==> src/rtl/dinsel_pkg.sv <==
// Package for the discrete input function select block.
// Assumes one 100 MHz clock and a classic Wishbone register port.
package dinsel_pkg;
  // ****************************************
  // Register offsets (byte addresses)
  // ****************************************
  localparam logic [7:0] CTRL_OFS   = 8'h00;  // Mode, map enable, static channel, method
  localparam logic [7:0] MAP_OFS    = 8'h04;  // Input number for each function
  localparam logic [7:0] NUM0_OFS   = 8'h08;  // First gear numerator
  localparam logic [7:0] NUM1_OFS   = 8'h0c;  // Second gear numerator
  localparam logic [7:0] NUM2_OFS   = 8'h10;  // Third gear numerator
  localparam logic [7:0] NUM3_OFS   = 8'h14;  // Fourth gear numerator
  localparam logic [7:0] DEN_OFS    = 8'h18;  // Gear denominator
  localparam logic [7:0] STAT_OFS   = 8'h1c;  // Live status
  localparam logic [7:0] DEMAND_OFS = 8'h20;  // Position demand
  localparam logic [7:0] HCOUNT_OFS = 8'h24;  // Homing start count
  // ****************************************
  // Field positions
  // ****************************************
  localparam int CTRL_POSMODE  = 0;   // Position mode active
  localparam int CTRL_SELMAP   = 1;   // Channel select mapped to an input
  localparam int CTRL_STATCH   = 2;   // Static channel: 0 high-speed, 1 low-speed
  localparam int CTRL_METHOD   = 4;   // Homing method, 4 bits
  localparam int MAP_CHSEL     = 0;   // Input index for channel select, 4 bits
  localparam int MAP_GEAR0     = 4;   // Input index for gear lsb
  localparam int MAP_GEAR1     = 8;   // Input index for gear msb
  localparam int MAP_BLOCK     = 12;  // Input index for pulse block
  localparam int MAP_HOME      = 16;  // Input index for homing trigger
  localparam int NUM_INPUTS    = 9;   // General inputs, first through ninth
  // ****************************************
  // Reset values
  // ****************************************
  localparam logic [7:0]  CTRL_RST = 8'h01;      // Position mode, no mapping
  localparam logic [19:0] MAP_RST  = 20'h10320;  // Home I2, block I1, gear I3/I4, sel I1
  localparam logic [15:0] NUM_RST  = 16'h0001;   // Unity numerators
  localparam logic [15:0] DEN_RST  = 16'h0001;   // Unity denominator
endpackage : dinsel_pkg

==> src/rtl/drive_input_function_select.sv <==
// Discrete input function select for a pulse-commanded servo drive.
// Assumes inputs synchronous to clk and a classic Wishbone master.
//
// Function
// - Gear select bits pick one of four numerators.
// - Pulse block asserted discards pulses in position mode.
// - Pulse block deasserted accepts pulses in position mode.
// - Homing starts only on trigger rising edge.
// - Homing runs the configured method.
// - Channel select input chooses pulse channel.
// - Select low takes high-speed channel.
// - Select high takes low-speed channel.
// - Channel select mappable to any of nine inputs.
// - Mapped select overrides static channel choice.
`timescale 1ns/10ps
module drive_input_function_select (
  input  wire logic        clk,           // 100 MHz clock
  input  wire logic        rst,           // Synchronous, active high
  input  wire logic [8:0]  genInputs,     // General inputs, bit 0 is the first
  input  wire logic        hsPulse,       // High-speed channel pulse strobe
  input  wire logic        hsDir,         // High-speed channel direction, 1 reverse
  input  wire logic        lsPulse,       // Low-speed channel pulse strobe
  input  wire logic        lsDir,         // Low-speed channel direction
  input  wire logic        wb_cyc_i,      // Wishbone cycle
  input  wire logic        wb_stb_i,      // Wishbone strobe
  input  wire logic        wb_we_i,       // Wishbone write
  input  wire logic [7:0]  wb_adr_i,      // Wishbone byte address
  input  wire logic [3:0]  wb_sel_i,      // Wishbone byte lanes
  input  wire logic [31:0] wb_dat_i,      // Wishbone write data
  output logic      [31:0] wb_dat_o,      // Wishbone read data
  output logic             wb_ack_o,      // Wishbone acknowledge
  output logic             homeStart,     // One-cycle homing launch
  output logic      [3:0]  homeMethod,    // Method latched at launch
  output logic             lowSpeedSel,   // 1 when low-speed channel in use
  output logic      [1:0]  gearIndex,     // Selected numerator index
  output logic      [31:0] posDemand      // Accumulated position demand
);

  // ****************************************
  // State
  // ****************************************
  typedef struct packed {
    logic [7:0]  ctrl;      // Control
    logic [19:0] map;       // Input mapping
    logic [63:0] num;       // Four numerators
    logic [15:0] den;       // Denominator
    logic [31:0] rem;       // Unsigned gear remainder
    logic [31:0] demand;    // Position demand
    logic        homePrev;  // Trigger level last cycle
    logic        homeGo;    // Launch pulse
    logic [3:0]  method;    // Launched method
    logic        lowSel;    // Channel in use
    logic [1:0]  gear;      // Numerator index
    logic [15:0] hcount;    // Homing launches
    logic [31:0] rdata;     // Read data
    logic        ack;       // Bus ack
  } state_t;

  state_t st_r;   // Registered state
  state_t st_nxt; // Next state

  // Pick one general input by index; out-of-range reads as low
  function automatic logic pick(input logic [8:0] ins, input logic [3:0] idx);
    pick = (idx < 4'h9) ? ins[idx] : 1'b0;
  endfunction : pick

  logic        gearLsb;          // gear_select_lsb level
  logic        gearMsb;          // gear_select_msb level
  logic        pulseCmdBlock;    // pulse_command_block level
  logic        homingTrigger;    // homing_trigger level
  logic        chanSelIn;        // Mapped channel select level
  logic        pulseStb;         // Pulse from chosen channel
  logic        pulseDir;         // Direction from chosen channel
  logic [15:0] curNum;           // Selected numerator
  logic [31:0] sum;              // Remainder plus scaled step
  logic [31:0] wmask;            // Byte-lane write mask
  logic        busReq;           // New bus request
  logic [31:0] denOnce;          // Denominator widened to the demand width
  logic [31:0] denTwice;         // Twice the denominator
  logic        twoSteps;         // Remainder covers two denominators
  logic [31:0] stepSize;         // Counts moved by this pulse

  // ****************************************
  // Input decode and gear arithmetic
  // ****************************************
  always_comb begin
    gearLsb       = pick(genInputs, st_r.map[dinsel_pkg::MAP_GEAR0+:4]);
    gearMsb       = pick(genInputs, st_r.map[dinsel_pkg::MAP_GEAR1+:4]);
    pulseCmdBlock = pick(genInputs, st_r.map[dinsel_pkg::MAP_BLOCK+:4]);
    homingTrigger = pick(genInputs, st_r.map[dinsel_pkg::MAP_HOME+:4]);
    // Any of the nine inputs may carry channel select
    chanSelIn     = pick(genInputs, st_r.map[dinsel_pkg::MAP_CHSEL+:4]);
    // Channel choice is registered so the pulse path uses last cycle's choice
    pulseStb      = st_r.lowSel ? lsPulse : hsPulse;
    pulseDir      = st_r.lowSel ? lsDir : hsDir;
    curNum        = st_r.num[{st_r.gear, 4'h0}+:16];
    wmask = {{8{wb_sel_i[3]}}, {8{wb_sel_i[2]}}, {8{wb_sel_i[1]}}, {8{wb_sel_i[0]}}};
    busReq = wb_cyc_i && wb_stb_i && !st_r.ack;
    sum = st_r.rem + {16'h0000, curNum};
    denOnce  = {16'h0000, st_r.den};
    denTwice = {15'h0000, st_r.den, 1'b0};
    // Ratios above two saturate at two counts per pulse; keeps the adder short
    twoSteps = (sum >= denTwice);
    stepSize = twoSteps ? 32'h0000_0002 : 32'h0000_0001;
  end

  // ****************************************
  // Next-state logic
  // ****************************************
  always_comb begin
    st_nxt = st_r;
    st_nxt.homeGo = 1'b0;
    st_nxt.ack = 1'b0;
    // Gear bits are plain levels sampled every clock
    st_nxt.gear = {gearMsb, gearLsb};
    // Mapped input wins; static choice only when unmapped
    if (st_r.ctrl[dinsel_pkg::CTRL_SELMAP]) begin
      st_nxt.lowSel = chanSelIn;
    end else begin
      st_nxt.lowSel = st_r.ctrl[dinsel_pkg::CTRL_STATCH];
    end
    // Rising edge only; held level does not relaunch
    st_nxt.homePrev = homingTrigger;
    if (homingTrigger && !st_r.homePrev) begin
      st_nxt.homeGo = 1'b1;
      st_nxt.method = st_r.ctrl[dinsel_pkg::CTRL_METHOD+:4];
      st_nxt.hcount = st_r.hcount + 16'h0001;
    end
    // Accept pulses only in position mode with block low
    if (st_r.ctrl[dinsel_pkg::CTRL_POSMODE] && !pulseCmdBlock && pulseStb) begin
      // Remainder carries the fraction so no count is lost between pulses
      if (sum >= denOnce && st_r.den != 16'h0000) begin
        st_nxt.rem = twoSteps ? (sum - denTwice) : (sum - denOnce);
        if (pulseDir) begin
          // Reverse direction counts down
          st_nxt.demand = st_r.demand - stepSize;
        end else begin
          // Forward direction counts up
          st_nxt.demand = st_r.demand + stepSize;
        end
      end else begin
        // Fraction only: no count this pulse
        st_nxt.rem = sum;
      end
    end
    // Wishbone slave: one-cycle ack, writes land at the ack edge
    if (busReq) begin
      st_nxt.ack = 1'b1;
      st_nxt.rdata = 32'h0000_0000;
      if (wb_adr_i == dinsel_pkg::CTRL_OFS) begin
        // Control: mode, mapping, static channel, homing method
        st_nxt.rdata = {24'h0, st_r.ctrl};
        if (wb_we_i) begin
          st_nxt.ctrl = (st_r.ctrl & ~wmask[7:0]) | (wb_dat_i[7:0] & wmask[7:0]);
        end
      end else if (wb_adr_i == dinsel_pkg::MAP_OFS) begin
        // Input index for each function
        st_nxt.rdata = {12'h0, st_r.map};
        if (wb_we_i) begin
          st_nxt.map = (st_r.map & ~wmask[19:0]) | (wb_dat_i[19:0] & wmask[19:0]);
        end
      end else if (wb_adr_i == dinsel_pkg::NUM0_OFS) begin
        // First numerator
        st_nxt.rdata = {16'h0, st_r.num[15:0]};
        if (wb_we_i) begin
          st_nxt.num[15:0] = (st_r.num[15:0] & ~wmask[15:0])
                             | (wb_dat_i[15:0] & wmask[15:0]);
        end
      end else if (wb_adr_i == dinsel_pkg::NUM1_OFS) begin
        // Second numerator
        st_nxt.rdata = {16'h0, st_r.num[31:16]};
        if (wb_we_i) begin
          st_nxt.num[31:16] = (st_r.num[31:16] & ~wmask[15:0])
                              | (wb_dat_i[15:0] & wmask[15:0]);
        end
      end else if (wb_adr_i == dinsel_pkg::NUM2_OFS) begin
        // Third numerator
        st_nxt.rdata = {16'h0, st_r.num[47:32]};
        if (wb_we_i) begin
          st_nxt.num[47:32] = (st_r.num[47:32] & ~wmask[15:0])
                              | (wb_dat_i[15:0] & wmask[15:0]);
        end
      end else if (wb_adr_i == dinsel_pkg::NUM3_OFS) begin
        // Fourth numerator
        st_nxt.rdata = {16'h0, st_r.num[63:48]};
        if (wb_we_i) begin
          st_nxt.num[63:48] = (st_r.num[63:48] & ~wmask[15:0])
                              | (wb_dat_i[15:0] & wmask[15:0]);
        end
      end else if (wb_adr_i == dinsel_pkg::DEN_OFS) begin
        // Denominator; zero stops all demand counting
        st_nxt.rdata = {16'h0, st_r.den};
        if (wb_we_i) begin
          st_nxt.den = (st_r.den & ~wmask[15:0])
                       | (wb_dat_i[15:0] & wmask[15:0]);
        end
      end else if (wb_adr_i == dinsel_pkg::STAT_OFS) begin
        // Live status, read-only
        st_nxt.rdata = {24'h0, st_r.method, st_r.gear, st_r.lowSel, st_r.homePrev};
      end else if (wb_adr_i == dinsel_pkg::DEMAND_OFS) begin
        // Position demand, read-only
        st_nxt.rdata = st_r.demand;
      end else if (wb_adr_i == dinsel_pkg::HCOUNT_OFS) begin
        // Homing launch count, read-only
        st_nxt.rdata = {16'h0, st_r.hcount};
      end else begin
        // Unmapped offsets answer with zero and ignore writes
        st_nxt.rdata = 32'h0000_0000;
      end
    end
  end

  // ****************************************
  // State register
  // ****************************************
  always_ff @(posedge clk) begin
    if (rst) begin
      st_r <= '{ctrl: dinsel_pkg::CTRL_RST, map: dinsel_pkg::MAP_RST,
                num: {4{dinsel_pkg::NUM_RST}}, den: dinsel_pkg::DEN_RST,
                default: '0};
    end else begin
      st_r <= st_nxt;
    end
  end

  // Outputs straight from the state register
  assign wb_dat_o    = st_r.rdata;
  assign wb_ack_o    = st_r.ack;
  assign homeStart   = st_r.homeGo;
  assign homeMethod  = st_r.method;
  assign lowSpeedSel = st_r.lowSel;
  assign gearIndex   = st_r.gear;
  assign posDemand   = st_r.demand;

  // ****************************************
  // Assertions
  // ****************************************
  // Launch only where the trigger was low, then high
  a_home_edge: assert property (@(posedge clk) disable iff (rst)
    homeStart |-> $past(st_r.homePrev) == 1'b0 && st_r.homePrev)
    else $error("homing launched without a rising edge");
  // Method comes from the configuration at launch
  a_home_method: assert property (@(posedge clk) disable iff (rst)
    homeStart |-> homeMethod == $past(st_r.ctrl[7:4]))
    else $error("homing method not taken from configuration");
  // A launch is never two cycles long
  a_no_retrigger: assert property (@(posedge clk) disable iff (rst)
    homeStart |=> !homeStart)
    else $error("homing launched twice in a row");
  // A trigger held high does not launch again
  a_home_level: assert property (@(posedge clk) disable iff (rst)
    (homingTrigger && st_r.homePrev) |=> !homeStart)
    else $error("held trigger relaunched homing");
  // Every launch bumps the count by one
  a_home_count: assert property (@(posedge clk) disable iff (rst)
    homeStart |-> st_r.hcount == $past(st_r.hcount) + 16'h0001)
    else $error("homing count did not follow launch");
  // Blocked pulses leave the demand alone
  a_block_hold: assert property (@(posedge clk) disable iff (rst)
    pulseCmdBlock |=> $stable(posDemand))
    else $error("demand moved while pulses blocked");
  // Outside position mode pulses are dropped too
  a_mode_hold: assert property (@(posedge clk) disable iff (rst)
    !st_r.ctrl[0] |=> $stable(posDemand))
    else $error("demand moved outside position mode");
  // Gear index follows the two select levels
  a_gear_pick: assert property (@(posedge clk) disable iff (rst)
    ##1 gearIndex == $past({gearMsb, gearLsb}))
    else $error("wrong gear numerator index");
  // Mapped select level drives the channel
  a_chan_mapped: assert property (@(posedge clk) disable iff (rst)
    st_r.ctrl[1] |=> lowSpeedSel == $past(chanSelIn))
    else $error("mapped select did not set channel");
  // Mapped select high picks the low-speed channel
  a_chan_low: assert property (@(posedge clk) disable iff (rst)
    (st_r.ctrl[1] && chanSelIn) |=> lowSpeedSel)
    else $error("select high did not pick low-speed channel");
  // Mapped select low picks the high-speed channel
  a_chan_high: assert property (@(posedge clk) disable iff (rst)
    (st_r.ctrl[1] && !chanSelIn) |=> !lowSpeedSel)
    else $error("select low did not pick high-speed channel");
  // Unmapped, the static choice applies
  a_chan_static: assert property (@(posedge clk) disable iff (rst)
    !st_r.ctrl[1] |=> lowSpeedSel == $past(st_r.ctrl[2]))
    else $error("static channel choice not applied");
  // Forward pulse at unity ratio adds one
  a_pulse_take: assert property (@(posedge clk) disable iff (rst)
    (st_r.ctrl[0] && !pulseCmdBlock && pulseStb && !pulseDir && st_r.den == 16'h0001
     && curNum == 16'h0001) |=> posDemand == $past(posDemand) + 32'h1)
    else $error("accepted pulse did not advance demand");
  // Reverse pulse at unity ratio takes one
  a_pulse_back: assert property (@(posedge clk) disable iff (rst)
    (st_r.ctrl[0] && !pulseCmdBlock && pulseStb && pulseDir && st_r.den == 16'h0001
     && curNum == 16'h0001) |=> posDemand == $past(posDemand) - 32'h1)
    else $error("accepted reverse pulse did not lower demand");
  // Ack is a single-cycle pulse
  a_bus_ack: assert property (@(posedge clk) disable iff (rst)
    wb_ack_o |=> !wb_ack_o)
    else $error("ack held longer than one cycle");
  // Ack only answers a request
  a_bus_req: assert property (@(posedge clk) disable iff (rst)
    wb_ack_o |-> $past(wb_cyc_i && wb_stb_i))
    else $error("ack without a request");

endmodule : drive_input_function_select

==> config.mk <==
export PLATFORM = sky130hd
export DESIGN_NAME = drive_input_function_select
export DESIGN_NICKNAME = d
export VERILOG_FILES = /design/src/rtl/dinsel_pkg.sv /design/src/rtl/drive_input_function_select.sv
export SDC_FILE = /design/constraint.sdc
export NUM_CORES = 1
export LEC_CHECK = 0
export BUFFER_PORTS_ARGS = -buffer_cell sky130_fd_sc_hd__buf_2
export CAP_MARGIN = 20
export CORE_MARGIN = 5
export CORE_UTILIZATION = 35
export CTS_CLUSTER_SIZE = 25
export DETAILED_ROUTE_END_ITERATION = 12
export PLACE_DENSITY = 0.58
export SKIP_CTS_REPAIR_TIMING = 1
export SLEW_MARGIN = 20
export SYNTH_ARGS = -nofsm -noshare
export SYNTH_HDL_FRONTEND = slang
export SYNTH_SLANG_ARGS = --single-unit
==> constraint.sdc <==
create_clock -name clk -period 9.8 [get_ports clk]
set_clock_uncertainty 0.15 [all_clocks]
set_input_delay 1.96 -clock clk [delete_from_list [all_inputs] [get_ports clk]]
set_output_delay 1.96 -clock clk [all_outputs]
set_load 0.01 [all_outputs]
==> run_results.csv, run 1 <==
group,metric,value,unit
logic_synthesis,yosysSeqAreaShare,29.15,%
power,netSwitchingPower,1.781,mW
clocking,cts_tree,"yes",
drt,drc_errors,0,
critical_path,critPathKind,"flop to flop",
power,power.leakage,6.940,nW
floorplanning,coreArea,0.04441,sq mm
floorplanning,die_w,222.4,um
drt,routedWlPerCell,19.31,um
sta,fin_crit_sh,91.54,%
logic_synthesis,muxShareOfSynthArea,8.863,%
power,p_seq_share,25.8,%
critical_path,crit_arrival,9.24,ns
logic_synthesis,synth-edff-count,0,
floorplanning,io_pins,135,
floorplanning,die_h,222.4,um
clocking,clkSlewWorstSetupHoldPaths,0.06,ns
global_routing,grt_first_pass_wirelength,78250,um
clocking,cts.path.max_buffers,3,
sta,max_freq,0.1115,GHz
logic_synthesis,synth-compound-area-share,21.02,%
sta,tns,0,ns
logic_synthesis,syn_area,0.01580,sq mm
drt,vias,14400,
logic_synthesis,synthAdderAreaFrac,6.844,%
logic_synthesis,synth_largest_area_cell,"dfxtp_1",
logic_synthesis,ys.flop_type,"dfxtp_1",
critical_path,required,10.07,ns
clocking,h-tree-depth,1,
logic_synthesis,async_reset_ff_share,0,%
clocking,clkSinkCount,230,
drt,avgViaCountPerCell,5.581,
logic_synthesis,ys_top_cells_by_count,"nand2_1 (291), dfxtp_1 (230), a21oi_1 (199)",
logic_synthesis,yosysWarningCount,0,
critical_path,slowest_stage,"dfxtp_1",
sta,rsz0062_at_grt,"no",
clocking,numCtsBuffers,28,
cells_and_area,insertedDiodeCount,0,
drt,wirelength,49810,um
logic_synthesis,synth_nets,2100,
global_routing,overflow,0,
logic_synthesis,synth-xor-area-share,5.164,%
cells_and_area,drive_gt1_share,14.03,%
power,pwr-share-comb,47.8,%
global_routing,grt.total_usage,19.14,%
critical_path,crit_top_cell,"o21ai_0",
clocking,insertion_delay,0.56,ns
place,gp_congestion,0.9378,
logic_synthesis,yosys.area.top_type_share,29.15,%
logic_synthesis,synth_cell_types,102,
sta,slew_viol_final,0,
cells_and_area,area_growth,10.34,%
logic_synthesis,synthTopCellsByArea,"dfxtp_1 (29%), nand2_1 (6.9%), ha_1 (6.3%), a21oi_1 (6.3%), nor2_1 (4.6%)",
logic_synthesis,synthSimpleGateAreaFrac,22.00,%
logic_synthesis,synth_top_family_by_area,"simple AND/OR/NAND/NOR gates",
power,p_int,2.587,mW
power,clock_power_share,26.4,%
drt,ant_nets,0,
sta,maxSlewHeadroom,21.36,%
sta,min_period,8.971,ns
global_routing,grt_max_degree,105,
logic_synthesis,postSynthCellCount,1954,
power,swShare,40.77,%
clocking,clockRootBuffer,"clkbuf_16",
hold_path,hold_class,"flop to flop",
cells_and_area,nNetsFinal,2113,
place,io_buffers,121,
critical_path,startpoint_type,"flop",
flow_run,cap_violations,0,
sta,hold_viol_final,0,
global_routing,antenna_found_initial,4,
sta,worst_pin_slew,1.171,ns
place,post-dp-hpwl,37030,um
floorplanning,rows,77,
logic_synthesis,yosysMostFrequentCell,"nand2_1",
power,peakVddDrop,0.0001535,V
floorplanning,die_area,0.04948,sq mm
critical_path,worstPathMaxFanout,11,
sta,setup_viol,0,
floorplanning,initial_core_util,35.57,%
cells_and_area,final_util,39.25,%
drt,dr.first_iter.drc_count,1355,
logic_synthesis,avgSynthCellArea,8.084,sq um
power,power_density,250.5,mW/mm^2
sta,holdWs,0.2978,ns
global_routing,grt_pass1_vias,13780,
critical_path,end_kind,"flop",
logic_synthesis,ys_ff_latch,230,
critical_path,cpPeakStageDelay,0.77,ns
drt,drt_pre_antenna_iters,6,
run_status,status,"finished, final reports clean",
==> power by group through the flow <==
stage / sequential [mW] / clock [mW] / combinational (mW)
2_1_floorplan: 1.10 / 0 / 1.66
5_1_grt: 1.14 / 1.22 / 2.28
3_5_place_dp: 1.15 / 0 / 2.06
3_3_place_gp: 1.14 / 0 / 2.02
6_report: 1.13 / 1.15 / 2.09
4_1_cts: 1.13 / 1.18 / 2.07
==> final timing paths <==
check                                   from            end  slack (ns)  cells past startpoint
worst max-delay path            gearIndex[0]  posDemand[30]        0.83                     33
worst min-delay path            wb_dat_o[25]   wb_dat_o[25]        0.30                      2
worst max register to register  gearIndex[0]  posDemand[30]        0.83                     33
worst min register to register  wb_dat_o[25]   wb_dat_o[25]        0.30                      2
==> cells in the final DEF (no fill, tap or decap), drive strengths merged, types with 21 or more instances in the layout <==
master	n
mux4	24
inv	49
o21ai	79
xnor2	51
mux2i	69
nor3	29
nand4	21
buf	140
dfxtp	230
nand3	79
nor2b	22
clkbuf	38
a21oi	202
nor2	194
xor2	37
ha	80
nand2	294
a21o	35
==> cells by family (layout without fill, tap and decap cells) <==
kind of cell / after synthesis / after routing
and+or+nand+nor: 744 / 744
AOI/OAI and AO/OA: 495 / 495
DFF: 230 / 230
buffers and inverters: 205 / 239
muxes: 108 / 108
xor gates and xnor gates: 88 / 88
adders and majority gates: 84 / 84
==> per-stage QoR <==
step	setup WS [ns]	total power [mW]	std cells	instance area [sq um]
3_5_place_dp	0.9549	3.207	2529	16400
2_1_floorplan	1.887	2.761	1954	15800
4_1_cts	0.8874	4.377	2580	17430
3_3_place_gp	1.030	3.168	2529	16390
6_report	0.8291	4.367	2580	17430
5_1_grt	0.2628	4.638	2580	17430
==> cell type report <==
class,count,area [sq um]
fillers,4447,26980
flip-flops and latches,230,4604
clock buffers,38,788.3
inverters,48,180.2
multi-input cells,1519,10120
clock inverters,13,241.5
repair buffers,140,754.5
well taps,592,740.7
==> metal layers <==
| layer | share of wire [%] | track usage, % |
|---|---|---|
| met1 | 45 | 26.54 |
| met2 | 46 | 31.12 |
| met3 | 6.2 | 2.296 |
| met4 | 3.1 | 6.245 |
| met5 | 0 | 0 |
==> critical path: cells and delay by family (launching register included) <==
kind	cells	cell delay (ns)
xor gates and xnor gates	1	0.12
muxes	2	0.98
and+or+nand+nor	7	0.94
buffers and inverters	1	0.24
DFF	1	0.77
adders and majority gates	5	1.39
AOI/OAI and AO/OA	17	4.20
Power figures use the tool's default switching activity.
==> inputs of run 2 (changes only) <==
==> constraint.sdc (replaced) <==
create_clock -name clk -period 9.8 [get_ports clk]
set_clock_uncertainty 0.15 [all_clocks]
set_input_delay 0.49 -clock clk [delete_from_list [all_inputs] [get_ports clk]]
set_output_delay 0.49 -clock clk [all_outputs]
set_load 0.01 [all_outputs]
==> run_results.csv, run 2 (same netlist as run 1, synthesis figures left out) <==
group,metric,value,unit
drt,drt_pre_antenna_iters,8,
critical_path,r2r-start,"gearIndex[0]",
critical_path,r2r-end,"posDemand[30]",
place,post-dp-hpwl,37000,um
clocking,insertion_delay,0.57,ns
cells_and_area,area_growth,9.648,%
critical_path,startpoint,"gearIndex[0]",
floorplanning,coreArea,0.04441,sq mm
hold_path,hold_class,"primary input to flop",
sta,hold_viol_final,0,
drt,drc_errors,0,
power,p_seq_share,26.6,%
clocking,clockRootBuffer,"clkbuf_16",
critical_path,startpoint_type,"flop",
floorplanning,io_pins,135,
place,gp_congestion,0.9454,
cells_and_area,drive_gt1_share,13.89,%
floorplanning,rows,77,
power,netSwitchingPower,1.764,mW
power,peakVddDrop,0.0001477,V
global_routing,grt.total_usage,19.41,%
power,pwr-share-comb,48.4,%
critical_path,slowest_stage,"dfxtp_1",
drt,vias,14430,
drt,ant_nets,0,
drt,avgViaCountPerCell,5.596,
power,power_density,245.1,mW/mm^2
critical_path,end_kind,"flop",
clocking,cts.path.max_buffers,3,
run_status,status,"finished, final reports clean",
drt,wirelength,49960,um
critical_path,crit_arrival,9.29,ns
sta,fin_crit_sh,92.12,%
critical_path,crit_end,"posDemand[30]",
sta,worst_pin_slew,1.096,ns
cells_and_area,nNetsFinal,2112,
sta,setup_viol,0,
critical_path,crit_top_cell,"o21ai_0",
sta,rsz0062_at_grt,"no",
clocking,numCtsBuffers,28,
critical_path,required,10.06,ns
power,clock_power_share,25.0,%
power,p_int,2.481,mW
clocking,cts_tree,"yes",
clocking,clkSinkCount,230,
global_routing,antenna_found_initial,4,
floorplanning,initial_core_util,35.57,%
place,io_buffers,121,
sta,tns,0,ns
drt,routedWlPerCell,19.37,um
power,swShare,41.55,%
critical_path,path_buf_inv,1,
critical_path,reg2reg_slack,0.77,ns
drt,dr.first_iter.drc_count,1263,
cells_and_area,final_cell_mix,"nand2_1 (291), dfxtp_1 (230), a21oi_1 (199), nor2_1 (190), buf_2 (120)",
clocking,clkSlewWorstSetupHoldPaths,0.06,ns
sta,max_freq,0.1108,GHz
global_routing,grt_max_degree,106,
cells_and_area,insertedDiodeCount,0,
global_routing,grt_first_pass_wirelength,79410,um
cells_and_area,final_util,39.00,%
critical_path,critPathKind,"flop to flop",
floorplanning,die_h,222.4,um
global_routing,overflow,0,
sta,maxSlewHeadroom,26.36,%
cells_and_area,layout_commonest_cell,"nand2_1",
global_routing,grt_pass1_vias,14120,
clocking,h-tree-depth,1,
sta,slew_viol_final,0,
cells_and_area,fin_cells,2579,
place,placed_cell_area,0.01638,sq mm
critical_path,ff2ff_path_depth,33,
sta,min_period,9.028,ns
critical_path,cpPeakStageDelay,0.73,ns
critical_path,cp_top_family,"compound AO/OA/AOI/OAI gates",
place,dp.cells,2528,
critical_path,crit_cells,33,
power,power.leakage,6.888,nW
floorplanning,die_area,0.04948,sq mm
cells_and_area,design_area,0.01732,sq mm
floorplanning,die_w,222.4,um
flow_run,cap_violations,0,
critical_path,worstPathMaxFanout,18,
[run 2: cell types whose count changed in the layout (fill, tap and decap cells not counted)]
cell	before	now
inv_8	1	0
buf_4	19	18
clkbuf_8	5	2
clkinv_4	1	0
inv_6	0	3
clkinv_2	2	5
bufinv_16	6	3
clkbuf_1	5	7
[run 2: through the flow]
step                hold slack (ns)  worst slack (ns)  power, mW
finish                      0.03338            0.7718      4.245
global route                0.04114           0.05772      4.542
CTS                        0.001744            0.8528      4.267
detailed placement           0.2954            0.9379      3.185
global placement             0.2878            0.9856      3.157
floorplan                    0.2699             1.887      2.761
[run 2: per-layer routing]
metal	global-route usage, %	share of wire, %	up-vias
met1	26.91	46	6872
li1	-	-	6975
met3	2.838	6.2	86
met2	31.60	45	497
met4	5.534	2.7	2
met5	0	0.026	-
[run 2: worst reg2reg max path: cells and delay by family (launching register included)]
kind / cells / cell delay, ns
AOI/OAI and AO/OA: 17 / 4.10
xor gates and xnor gates: 1 / 0.14
adders and majority gates: 5 / 1.37
buffers and inverters: 1 / 0.29
DFF: 1 / 0.73
muxes: 2 / 0.98
and+or+nand+nor: 7 / 1.08
[run 2: power groups by stage]
stage          registers (mW)  clock network (mW)  logic, mW
4_1_cts                  1.13                1.09       2.05
3_3_place_gp             1.15                   0       2.01
6_report                 1.13                1.06       2.06
5_1_grt                  1.14                1.13       2.27
3_5_place_dp             1.15                   0       2.04
2_1_floorplan            1.10                   0       1.66
[run 2: cell type report]
cell class	count	area (sq um)
repair buffers	139	747.0
well taps	592	740.7
inverters	48	180.2
clock inverters	14	172.7
clock buffers	37	754.5
fillers	4495	27090
flip-flops and latches	230	4604
multi-input cells	1519	10120
[run 2: how the worst min path moves through the flow]
stage / from / end / slack [ns] / cells past startpoint
2_1_floorplan: st_r[57] / homeStart / 0.27 / 1
3_3_place_gp: wb_dat_o[29] / wb_dat_o[29] / 0.29 / 2
3_5_place_dp: wb_dat_o[29] / wb_dat_o[29] / 0.30 / 2
4_1_cts: wb_dat_i[17] / flop / 0.002 / 3
5_1_grt: wb_dat_i[17] / flop / 0.04 / 3
6_report: wb_dat_i[17] / flop / 0.03 / 3
==> inputs of run 3 (changes only) <==
--- a/config.mk
+++ b/config.mk
@@ -9,6 +9,7 @@
 export CAP_MARGIN = 20
 export CORE_MARGIN = 5
 export CORE_UTILIZATION = 35
+export CTS_BUF_LIST = sky130_fd_sc_hd__clkbuf_2 sky130_fd_sc_hd__clkbuf_4 sky130_fd_sc_hd__clkbuf_8
 export CTS_CLUSTER_SIZE = 25
 export DETAILED_ROUTE_END_ITERATION = 12
 export PLACE_DENSITY = 0.58
==> run_results.csv, run 3 (same netlist as run 1, synthesis figures left out) <==
group,metric,value,unit
run_status,status,"finished, final reports clean",
drt,drt_pre_antenna_iters,5,
floorplanning,coreArea,0.04441,sq mm
global_routing,grt-busiest-layer,"met2",
cells_and_area,final_util,38.81,%
clocking,numCtsBuffers,43,
critical_path,crit_arrival,9.27,ns
sta,holdWs,0.01406,ns
sta,min_period,8.991,ns
sta,hold_viol_final,0,
place,gp_congestion,0.9454,
sta,max_freq,0.1112,GHz
place,post-dp-hpwl,37000,um
critical_path,critPathKind,"flop to flop",
sta,fin_crit_sh,91.74,%
drt,avgViaCountPerCell,5.601,
floorplanning,io_pins,135,
place,io_buffers,121,
critical_path,startpoint_type,"flop",
global_routing,grt.total_usage,19.59,%
sta,tns,0,ns
cells_and_area,layout_commonest_cell,"nand2_1",
sta,rsz0062_at_grt,"no",
sta,setup_viol,0,
drt,drc_errors,0,
clocking,clockRootBuffer,"clkbuf_8",
critical_path,crit_top_cell,"o21ai_0",
floorplanning,initial_core_util,35.57,%
power,peakVddDrop,0.0001465,V
drt,ant_nets,0,
critical_path,path_buf_inv,1,
sta,maxSlewHeadroom,26.70,%
global_routing,grt_use_met3,3.379,%
global_routing,overflow,0,
clocking,cts_tree,"yes",
sta,worst_pin_slew,1.091,ns
global_routing,use_met1,26.85,%
cells_and_area,nNetsFinal,2127,
drt,wirelength,50270,um
floorplanning,die_area,0.04948,sq mm
cells_and_area,drive_gt1_share,15.09,%
drt,dr.first_iter.drc_count,1136,
critical_path,cp_top_family,"compound AO/OA/AOI/OAI gates",
clocking,clkSinkCount,230,
cells_and_area,area_growth,9.117,%
global_routing,grt.met2_usage,31.70,%
clocking,h-tree-depth,2,
global_routing,grt_max_degree,106,
power,power_density,239.7,mW/mm^2
global_routing,grt_pass1_vias,14230,
flow_run,cap_violations,0,
sta,layout_setup_ws,0.8092,ns
critical_path,slowest_stage,"dfxtp_1",
global_routing,antenna_found_initial,5,
critical_path,end_kind,"flop",
cells_and_area,final_cell_mix,"nand2_1 (291), dfxtp_1 (230), a21oi_1 (199), nor2_1 (190), buf_2 (120)",
drt,vias,14570,
clocking,clkSlewWorstSetupHoldPaths,0.06,ns
power,power.leakage,6.898,nW
floorplanning,die_w,222.4,um
hold_path,hold_class,"primary input to flop",
critical_path,worstPathMaxFanout,18,
clocking,insertion_delay,0.59,ns
clocking,cts.path.max_buffers,3,
global_routing,grt_first_pass_wirelength,79650,um
floorplanning,die_h,222.4,um
power,finalPower,4.132,mW
place,place_ws,0.9379,ns
sta,slew_viol_final,0,
drt,routedWlPerCell,19.33,um
critical_path,required,10.08,ns
floorplanning,rows,77,
critical_path,cpPeakStageDelay,0.72,ns
run 3: cell count changes in the layout (fill, tap and decap cells not counted), sizes merged:
| cell | before | now |
|---|---|---|
| bufinv | 3 | 0 |
| clkbuf | 37 | 64 |
| clkinv | 6 | 7 |
| diode | 0 | 1 |
| inv | 51 | 49 |
| clkinvlp | 2 | 0 |
run 3: worst register-to-register path, delay by kind of cell, from the launching register on:
kind / cells / cell delay (ns)
compound gates: 17 / 4.09
xor+xnor: 1 / 0.14
fa+ha+maj: 5 / 1.39
buf+inv: 1 / 0.29
flops: 1 / 0.72
mux: 2 / 0.98
simple gates: 7 / 1.10
run 3: routing by layer:
metal,share of wire [%],vias up
li1,-,7010
met1,46,6990
met2,46,483
met3,6.1,86
met4,2.8,0
met5,0,-
run 3: final cells by class:
type	count	area [sq um]
fillers	4528	27180
multi-input cells	1519	10120
flip-flops and latches	230	4604
clock buffers	64	799.5
repair buffers	139	747.0
well taps	592	740.7
inverters	48	180.2
clock inverters	8	46.29
diodes	1	2.502
run 3: path summary, 6_finish.rpt:
kind / depth (start not counted) / slack (ns) / end / startpoint
worst min-delay path: 3 / 0.01 / flop / wb_dat_i[17]
worst max register to register: 33 / 0.81 / posDemand[30] / gearIndex[0]
worst max-delay path: 33 / 0.81 / posDemand[30] / gearIndex[0]
worst min register to register: 2 / 0.30 / wb_dat_o[29] / wb_dat_o[29]
run 3: through the flow:
stage          instances  cell area [sq um]
5_1_grt             2601              17240
2_1_floorplan       1954              15800
6_report            2601              17240
3_3_place_gp        2528              16380
3_5_place_dp        2528              16380
4_1_cts             2600              17230
run 3: power by group:
group          switching, mW  total, mW  internal (mW)
Combinational           1.22       2.06          0.838
Sequential             0.111       1.13           1.02
Clock                  0.425      0.945          0.520
